## config.mk

```make
export PLATFORM = sky130hd
export DESIGN_NAME = cpu_clock_generation
export DESIGN_NICKNAME = d
export VERILOG_FILES = /design/src/clock_gen_pkg.sv /design/src/cpu_clock_generation.sv /design/src/pin_sync.sv
export SDC_FILE = /design/constraint.sdc
export NUM_CORES = 1
export LEC_CHECK = 0
export ABC_CLOCK_PERIOD_IN_PS = 4800
export BUFFER_PORTS_ARGS = -buffer_cell sky130_fd_sc_hd__buf_2
export CORE_MARGIN = 2
export CORE_UTILIZATION = 30
export CTS_CLUSTER_DIAMETER = 150
export DETAILED_ROUTE_END_ITERATION = 8
export GPL_TIMING_DRIVEN = 0
export PLACE_DENSITY = 0.48
export SKIP_CTS_REPAIR_TIMING = 1
export SLEW_MARGIN = 20
export SYNTH_ARGS = -nofsm -noshare
export SYNTH_HDL_FRONTEND = slang
export SYNTH_SLANG_ARGS = --single-unit
```

## constraint.sdc

```tcl
create_clock -name clk -period 4.8 [get_ports clk]
set_input_delay 0.48 -clock clk [delete_from_list [all_inputs] [get_ports clk]]
set_output_delay 0.48 -clock clk [all_outputs]
set_load 0.02 [all_outputs]
```

## src/clock_gen_pkg.sv

```systemverilog
// Constants and mode decoding for the CPU clock generation selector
// Overview of operation
// (RQ1) Clock mode comes from a three-bit field taken from three configuration pins.
// (RQ2) CPU clock is input clock times factor 4,3,2,5,1,1.5,2.5; 111 default.
// (RQ3) Field value 001 bypasses the PLL through a divide-by-two prescaler.
// (RQ4) Prescaler output is half the input rate, each phase one input period.
// (RQ5) In prescaler mode one CPU half period equals one input clock period.
// (RQ6) Any multiplying mode enables the PLL and uses its output as CPU clock.
// (RQ7) PLL resynchronises to the input once every F-th input transition.
// (RQ8) Resynchronisation is gradual; CPU frequency never changes abruptly.
// (RQ9) In emulation mode the top configuration pin is inverted before latching.
// (RQ10) Outside source keeps the resulting CPU clock between 10 and 25 MHz.
// (RQ11) Outside source keeps a balanced duty cycle in direct drive mode.
// (RQ12) Software may reload the clock field from the reset config register.
// (RQ13) Field is sampled at end of reset and held stable afterwards.
package clock_gen_pkg;

	localparam logic [2:0] MODE_X4       = 3'h7;
	localparam logic [2:0] MODE_X3       = 3'h6;
	localparam logic [2:0] MODE_X2       = 3'h5;
	localparam logic [2:0] MODE_X5       = 3'h4;
	localparam logic [2:0] MODE_DIRECT   = 3'h3;
	localparam logic [2:0] MODE_X1P5     = 3'h2;
	localparam logic [2:0] MODE_PRESCALE = 3'h1;
	localparam logic [2:0] MODE_X2P5     = 3'h0;
	localparam logic [2:0] MODE_RESET    = MODE_X4;

	// Field position inside the reset config register upper half
	localparam int CFG_FIELD_HI = 7;
	localparam int CFG_FIELD_LO = 5;
	// Cycles the pin synchroniser needs before the field is valid
	localparam logic [1:0] STARTUP_CYCLES = 2'h2;

	// NCO tuning: 16-bit phase, bounded increment, small steps
	localparam logic [15:0] INC_RESET = 16'h2000;
	localparam logic [15:0] INC_STEP  = 16'h0040;
	localparam logic [15:0] INC_MAX   = 16'h8000;

	// Factor times two, so that 1.5 and 2.5 stay integral
	function automatic logic [3:0] factor_x2(input logic [2:0] mode);
		unique case (mode)
			MODE_X4:     factor_x2 = 4'h8;
			MODE_X3:     factor_x2 = 4'h6;
			MODE_X2:     factor_x2 = 4'h4;
			MODE_X5:     factor_x2 = 4'hA;
			MODE_X1P5:   factor_x2 = 4'h3;
			MODE_X2P5:   factor_x2 = 4'h5;
			default:     factor_x2 = 4'h2;
		endcase
	endfunction

	// Input transitions per resync window (F rounded up)
	function automatic logic [3:0] resync_count(input logic [2:0] mode);
		unique case (mode)
			MODE_X4:     resync_count = 4'h4;
			MODE_X3:     resync_count = 4'h3;
			MODE_X2:     resync_count = 4'h2;
			MODE_X5:     resync_count = 4'h5;
			MODE_X1P5:   resync_count = 4'h2;
			MODE_X2P5:   resync_count = 4'h3;
			default:     resync_count = 4'h1;
		endcase
	endfunction

	function automatic logic is_pll(input logic [2:0] mode);
		is_pll = (mode != MODE_DIRECT) && (mode != MODE_PRESCALE);
	endfunction

endpackage

```

## src/cpu_clock_generation.sv

```systemverilog
`timescale 1ns/10ps
// CPU clock generation selector: prescaler, direct drive and digital PLL
module cpu_clock_generation (
	// Clock and reset
	input  wire logic       clk,
	input  wire logic       rst_n,
	// Oscillator and strap pins
	input  wire logic       osc_in,
	input  wire logic [2:0] clock_config_pins,
	input  wire logic       emulation_mode,
	// Software reload of the reset latch (same clock domain)
	input  wire logic [7:0] reset_config_high,
	input  wire logic       latch_reload,
	// Clock outputs and status
	output logic            cpu_clk,
	output logic            cpu_half_tick,
	output logic            pll_enable,
	output logic [2:0]      clock_mode_select,
	output logic            config_valid
);
	import clock_gen_pkg::*;

	logic [4:0]  pins_s;
	logic        osc_d_reg;
	logic [1:0]  startup_reg;
	logic [1:0]  startup_next;
	logic [2:0]  mode_next;
	logic [3:0]  trans_reg;
	logic [3:0]  trans_next;
	logic [7:0]  tog_reg;
	logic [7:0]  tog_next;
	logic [15:0] acc_reg;
	logic [15:0] inc_reg;
	logic [15:0] inc_next;
	logic        cpu_next;

	pin_sync #(.WIDTH(5)) u_sync (
		.clk          (clk),
		.rst_n        (rst_n),
		.pin_in       ({emulation_mode, osc_in, clock_config_pins}),
		.pin_sync_out (pins_s)
	);

	wire       emu_s      = pins_s[4];
	wire       osc_s      = pins_s[3];
	wire [2:0] cfg_s      = pins_s[2:0];
	wire       osc_edge   = osc_s ^ osc_d_reg;
	wire       osc_rise   = osc_s & ~osc_d_reg;
	wire       capture    = !config_valid && (startup_reg == STARTUP_CYCLES);
	// Top pin flips under emulation before it is latched
	wire [2:0] strap_val  = {cfg_s[2] ^ emu_s, cfg_s[1:0]}; // see RQ9
	wire [2:0] reload_val = reset_config_high[CFG_FIELD_HI:CFG_FIELD_LO];
	wire       pll_mode   = is_pll(clock_mode_select); // see RQ6
	wire       prescale   = clock_mode_select == MODE_PRESCALE; // see RQ3
	wire       direct     = clock_mode_select == MODE_DIRECT;
	wire [3:0] win_len    = resync_count(clock_mode_select);
	wire       win_end    = osc_edge && (trans_reg == win_len - 4'h1);
	wire [16:0] acc_sum   = {1'b0, acc_reg} + {1'b0, inc_reg};
	wire       nco_carry  = acc_sum[16];
	// Compare generated half cycles against F per input transition
	wire [8:0] tog_x2     = {tog_reg, 1'b0};
	wire [8:0] target     = 9'(factor_x2(clock_mode_select) * win_len);
	wire       too_slow   = tog_x2 < target;
	wire       too_fast   = tog_x2 > target;

	// Field taken once after reset, then only by explicit reload
	assign startup_next = (startup_reg == STARTUP_CYCLES) ?
		startup_reg : startup_reg + 2'h1;
	assign mode_next = latch_reload ? reload_val :  // see RQ12
		capture ? strap_val : clock_mode_select; // see RQ1, RQ13

	assign trans_next = !pll_mode ? 4'h0 :
		win_end ? 4'h0 : osc_edge ? trans_reg + 4'h1 : trans_reg; // see RQ7
	// Carry on the closing cycle opens the next window, so none is lost
	assign tog_next = !pll_mode ? 8'h00 :
		win_end ? {7'h00, nco_carry} :
		(nco_carry && tog_reg != 8'hFF) ? tog_reg + 8'h01 : tog_reg;

	// One small step per window: frequency slews, never jumps
	assign inc_next = !(pll_mode && win_end) ? inc_reg :
		(too_slow && inc_reg <= INC_MAX - INC_STEP) ? inc_reg + INC_STEP :
		(too_fast && inc_reg >= INC_STEP + INC_STEP) ? inc_reg - INC_STEP :
		inc_reg; // see RQ8

	// Clock is held low until the strap has been taken
	assign cpu_next = !config_valid ? 1'b0 :
		prescale ? cpu_clk ^ osc_rise : // see RQ4, RQ5
		direct   ? osc_s :              // see RQ2
		cpu_clk ^ nco_carry;            // see RQ2, RQ6

	always_ff @(posedge clk or negedge rst_n)
	begin
		if (!rst_n)
		begin
			startup_reg       <= 2'h0;
			config_valid      <= 1'b0;
			clock_mode_select <= MODE_RESET;
			osc_d_reg         <= 1'b0;
		end
		else
		begin
			startup_reg       <= startup_next;
			config_valid      <= config_valid | capture;
			clock_mode_select <= mode_next;
			osc_d_reg         <= osc_s;
		end
	end

	always_ff @(posedge clk or negedge rst_n)
	begin
		if (!rst_n)
		begin
			trans_reg <= 4'h0;
			tog_reg   <= 8'h00;
			acc_reg   <= 16'h0000;
			inc_reg   <= INC_RESET;
		end
		else
		begin
			trans_reg <= trans_next;
			tog_reg   <= tog_next;
			acc_reg   <= pll_mode ? acc_sum[15:0] : 16'h0000;
			inc_reg   <= inc_next;
		end
	end

	always_ff @(posedge clk or negedge rst_n)
	begin
		if (!rst_n)
		begin
			cpu_clk       <= 1'b0;
			cpu_half_tick <= 1'b0;
			pll_enable    <= 1'b0;
		end
		else
		begin
			cpu_clk       <= cpu_next;
			cpu_half_tick <= cpu_next ^ cpu_clk; // see RQ5
			pll_enable    <= config_valid && pll_mode; // see RQ6
		end
	end

	property p_strap_capture;
		@(posedge clk) disable iff (!rst_n)
		capture && !latch_reload |=> clock_mode_select == $past(strap_val);
	endproperty
	a_strap_capture: assert property (p_strap_capture) // see RQ1, RQ9
		else $error("strap not latched with emulation inversion");

	property p_hold_cfg;
		@(posedge clk) disable iff (!rst_n)
		config_valid && !latch_reload |=> $stable(clock_mode_select);
	endproperty
	a_hold_cfg: assert property (p_hold_cfg) // see RQ13
		else $error("clock mode changed without reload");

	property p_reload;
		@(posedge clk) disable iff (!rst_n)
		latch_reload |=> clock_mode_select ==
			$past(reset_config_high[CFG_FIELD_HI:CFG_FIELD_LO]);
	endproperty
	a_reload: assert property (p_reload) // see RQ12
		else $error("reload did not take the upper field");

	property p_prescale_rise;
		@(posedge clk) disable iff (!rst_n)
		config_valid && prescale && osc_rise |=> cpu_clk != $past(cpu_clk);
	endproperty
	a_prescale_rise: assert property (p_prescale_rise) // see RQ3, RQ4
		else $error("prescaler missed an input rising edge");

	property p_prescale_hold;
		@(posedge clk) disable iff (!rst_n)
		config_valid && prescale && !osc_rise && !latch_reload
			|=> $stable(cpu_clk);
	endproperty
	a_prescale_hold: assert property (p_prescale_hold) // see RQ4
		else $error("prescaler toggled without input rising edge");

	property p_direct;
		@(posedge clk) disable iff (!rst_n)
		config_valid && direct |=> cpu_clk == $past(osc_s);
	endproperty
	a_direct: assert property (p_direct) // see RQ2
		else $error("direct drive does not follow the input");

	property p_pll_enable;
		@(posedge clk) disable iff (!rst_n)
		config_valid |=> pll_enable == $past(pll_mode);
	endproperty
	a_pll_enable: assert property (p_pll_enable) // see RQ6
		else $error("PLL enable does not match mode");

	property p_window;
		@(posedge clk) disable iff (!rst_n)
		pll_mode && win_end && !latch_reload |=> trans_reg == 4'h0;
	endproperty
	a_window: assert property (p_window) // see RQ7
		else $error("resync window did not restart");

	property p_smooth;
		@(posedge clk) disable iff (!rst_n)
		!win_end |=> $stable(inc_reg);
	endproperty
	a_smooth: assert property (p_smooth) // see RQ8
		else $error("PLL rate moved outside a resync point");

	property p_half_tick;
		@(posedge clk) disable iff (!rst_n)
		cpu_half_tick |-> cpu_clk != $past(cpu_clk);
	endproperty
	a_half_tick: assert property (p_half_tick) // see RQ5
		else $error("half period tick without clock edge");

	property p_tick_every;
		@(posedge clk) disable iff (!rst_n)
		cpu_clk != $past(cpu_clk) |-> cpu_half_tick;
	endproperty
	a_tick_every: assert property (p_tick_every) // see RQ5
		else $error("clock edge without half period tick");

	// Rate may only move by one step at a resync point
	property p_step_bound;
		@(posedge clk) disable iff (!rst_n)
		pll_mode && win_end |=> (inc_reg == $past(inc_reg))
			|| (inc_reg == $past(inc_reg) + INC_STEP)
			|| (inc_reg == $past(inc_reg) - INC_STEP);
	endproperty
	a_step_bound: assert property (p_step_bound) // see RQ8
		else $error("PLL rate jumped by more than one step");

	c_prescale: cover property (@(posedge clk) config_valid && prescale
		&& osc_rise);
	c_pll_win: cover property (@(posedge clk) pll_mode && win_end
		&& too_slow);
	c_reload: cover property (@(posedge clk) config_valid && latch_reload);

endmodule // cpu_clock_generation

```

## src/pin_sync.sv

```systemverilog
`timescale 1ns/10ps
// Two-flop synchroniser for asynchronous pin inputs
module pin_sync #(
	parameter int WIDTH = 1
) (
	// Clock and reset
	input  wire logic             clk,
	input  wire logic             rst_n,
	// Pins and synchronised copies
	input  wire logic [WIDTH-1:0] pin_in,
	output logic      [WIDTH-1:0] pin_sync_out
);

	logic [WIDTH-1:0] meta_reg;

	always_ff @(posedge clk or negedge rst_n)
	begin
		if (!rst_n)
		begin
			meta_reg     <= '0;
			pin_sync_out <= '0;
		end
		else
		begin
			meta_reg     <= pin_in;
			pin_sync_out <= meta_reg;
		end
	end

endmodule // pin_sync

```

==> reports/summary.txt <==
detail-routed net length per standard cell: 13.3 um
terminus of the critical flop-to-flop path: inc_reg[14]
DIE AREA: 11800 um2
number of buffers added by the clock tree synthesis step: 5
most used cells in the layout excluding fill and tap cells: sky130_fd_sc_hd__dfrtp_1 (48), sky130_fd_sc_hd__ha_1 (33), sky130_fd_sc_hd__nand2_1 (25), sky130_fd_sc_hd__nor2_1 (25), sky130_fd_sc_hd__o21ai_0 (22)
maximum fanout along the worst path: 8
slew at the pin closest to its max-slew limit: 0.694 ns
first-pass GRT wire length: 11800 um
clock insertion delay at the later pin of the skew report: 0.31 ns
top cells by area, synth: sky130_fd_sc_hd__dfrtp_1 (37%), sky130_fd_sc_hd__ha_1 (14%), sky130_fd_sc_hd__a21oi_1 (3.8%)
GRT Overall Usage: 0.126
metal3 WL: 109 um
CP arrival: 4.93 ns
number of cells produced by synthesis: 331
Post-Route Utilization: 0.362
unrepaired setup endpoints after global routing: yes
highest clock frequency the design can meet: 0.212 GHz
detailed-route DRC error count: 0
wl on met1: 3340 um
cell area after placement: 3570 um2
count of distinct cell types in the synthesized netlist: 45
endpoint required time on the critical path: 5.00 ns
leading cell type in the layout, fill and taps excluded: sky130_fd_sc_hd__dfrtp_1
WHS: 0.196 ns
cell area after synthesis: 3280 um2
share of async-settable or async-resettable flops after synthesis: 1.00
number of enable-type register cells in the synthesized netlist: 0
Post-Place Setup Slack: -0.562 ns
kind of critical path: reg -> reg
post-synth top area cell: sky130_fd_sc_hd__dfrtp_1
Area growth syn-to-layout: 18.8%
FF-to-FF setup slack: 0.08 ns
peak supply drop: 0.000324 V
minimum clock period after layout: 4.72 ns
cells on worst reg2reg path: 20
drt pass-1 iters: 4
net total in the final layout: 425
outcome: completed
number of violations reported at the end of detailed-routing iteration 0: 85
clock skew after layout: 0.00971 ns
core region area: 10700 um2
std cell rows: 38
H-tree level count: 2
clock root buffer: sky130_fd_sc_hd__clkbuf_8
port buffer count: 17
capturing element type of the critical path: flip-flop
clock slew at the register clock pins of the worst setup and hold paths: 0.10 ns
via count of the first global-routing pass: 2459
classification of the worst-slack hold path: in -> async
clock sinks: 52
highest routed layer: met4
proportion of synthesized chip area in sequential cells: 0.399
post-route design area: 3890 um2
Die Width: 109 um
largest net degree at the start of global routing: 53
area share of the largest cell type after synthesis: 0.367
sum of routed wire length over all layers: 6760 um
mean number of vias per cell: 4.86
leakage power total: 1.76 nW
period utilization: 0.984
Hold Fails Final Rpt: 0
number of inserted filler cells in the final layout: 1112
Chip Height: 109 um
synthesized flop and latch total: 52
type of element launching the critical path: flip-flop
final-report setup violation count: 0
DR WL met2: 3240 um
HPWL after detailed placement: 5010 um
source of the worst register-to-register timing path: clock_mode_select[1]
Longest Clk Path Bufs: 2
number of slew-limit violations in the final report: 0
number of nets still failing antenna checks after routing: 0
average size of a mapped cell: 9.90 um2
Diodes inserted: 0
gpl congestion: 0.759
clock tree from TritonCTS: yes
max-cap violation count: 0
via count: 2479
Worst slew margin: 0.536
min setup slack post-route: 0.0771 ns
antenna violations before repair: 0
ratio of total power to cell area: 598 nW/um2
main flop type after synthesis: sky130_fd_sc_hd__dfrtp_1
Setup Total Neg Slack: 0 ns
starting utilization of the core area: 0.305
aggregate global routing overflow: 0
Yosys warning count: 0
I/O Pins: 23
share of cells above drive strength 1: 0.216
-- power breakdown --
group          switching (W)  total (W)  internal (W)
registers           0.000112   0.000677      0.000565
logic               0.000720    0.00139      0.000667
clock network       0.000147   0.000265      0.000118
total               0.000979    0.00233       0.00135
-- per-stage QoR --
| stage | total power, W | std cells |
|---|---|---|
| after detailed placement | 0.00194 | 489 |
| after floorplan | 0.00168 | 332 |
| after global placement | 0.00191 | 489 |
| after global routing | 0.00257 | 510 |
| final | 0.00233 | 510 |
| after CTS | 0.00222 | 497 |
-- cells in the mapped netlist (all sizes together) (2+ instances only) --
| cell | instances |
|---|---|
| or2 | 3 |
| dfrtp | 48 |
| a21o | 4 |
| mux2i | 6 |
| xor2 | 11 |
| nor2 | 27 |
| o41ai | 2 |
| a21oi | 25 |
| xnor2 | 13 |
| a211oi | 4 |
| nand2 | 26 |
| o21a | 4 |
| nor2b | 7 |
| nor3 | 4 |
| o31ai | 2 |
| a221o | 2 |
| nand2b | 4 |
| ha | 36 |
| or3 | 8 |
| inv | 19 |
| dfstp | 4 |
| mux2 | 8 |
| o211ai | 4 |
| clkbuf | 4 |
| o21ai | 24 |
| a31oi | 2 |
| nand4b | 3 |
| fa | 4 |
| nand3 | 10 |
-- worst max-delay path: stages (launching register included) --
cell,delay (ns)
sky130_fd_sc_hd__dfstp_2,0.55
sky130_fd_sc_hd__buf_8,0.12
sky130_fd_sc_hd__nand2b_4,0.07
sky130_fd_sc_hd__nand3_4,0.07
sky130_fd_sc_hd__o21ai_2,0.06
sky130_fd_sc_hd__fa_1,0.56
sky130_fd_sc_hd__inv_2,0.06
sky130_fd_sc_hd__fa_2,0.52
sky130_fd_sc_hd__inv_1,0.04
sky130_fd_sc_hd__ha_1,0.28
sky130_fd_sc_hd__o21ai_1,0.17
sky130_fd_sc_hd__a21oi_2,0.10
sky130_fd_sc_hd__a221oi_4,0.34
sky130_fd_sc_hd__nand2b_4,0.16
sky130_fd_sc_hd__ha_4,0.28
sky130_fd_sc_hd__nor2b_4,0.12
sky130_fd_sc_hd__o31a_1,0.31
sky130_fd_sc_hd__o31ai_2,0.27
sky130_fd_sc_hd__a21oi_1,0.12
sky130_fd_sc_hd__xor2_1,0.16
sky130_fd_sc_hd__mux2_2,0.26
-- how the worst max path moves through the flow --
stage | from | end | slack, ns | cells past startpoint
floorplan | clock_mode_select[1] | inc_reg[14] | 0.03 | 21
global placement | clock_mode_select[1] | inc_reg[15] | -0.52 | 19
detailed placement | clock_mode_select[1] | inc_reg[15] | -0.56 | 20
CTS | clock_mode_select[1] | inc_reg[15] | -0.61 | 19
global route | clock_mode_select[1] | inc_reg[14] | -0.16 | 20
finish | clock_mode_select[1] | inc_reg[14] | 0.08 | 20
-- cell type report --
type	instances	area (um2)	share of cell area
sequential	52	1310	0.335
tap	140	175	0.0450
inverter	19	71.3	0.0183
clock buffer	7	86.3	0.0222
timing repair buffer	30	185	0.0476
multi-input combinational	256	2020	0.518
clock inverter	1	7.51	0.00193
buffer	5	45.0	0.0116
-- cells by family (layout without fill, tap and decap cells) --
logic type      after synthesis  count (layout)  share of synthesized area
simple gates                 96              96                      0.148
compound gates               80              80                      0.150
flops                        52              52                      0.399
fa+ha+maj                    40              40                      0.162
xor+xnor                     24              24                     0.0641
buf+inv                      24              62                     0.0298
mux                          14              14                     0.0458
other cells                   1               2                    0.00114
-- routing by layer --
layer | global-route usage | vias up
met5 | 0 | -
met4 | 0.0330 | 0
met3 | 0.0199 | 5
met2 | 0.204 | 17
met1 | 0.176 | 1204
li1 | - | 1253
(Power assumes the default switching activity.)
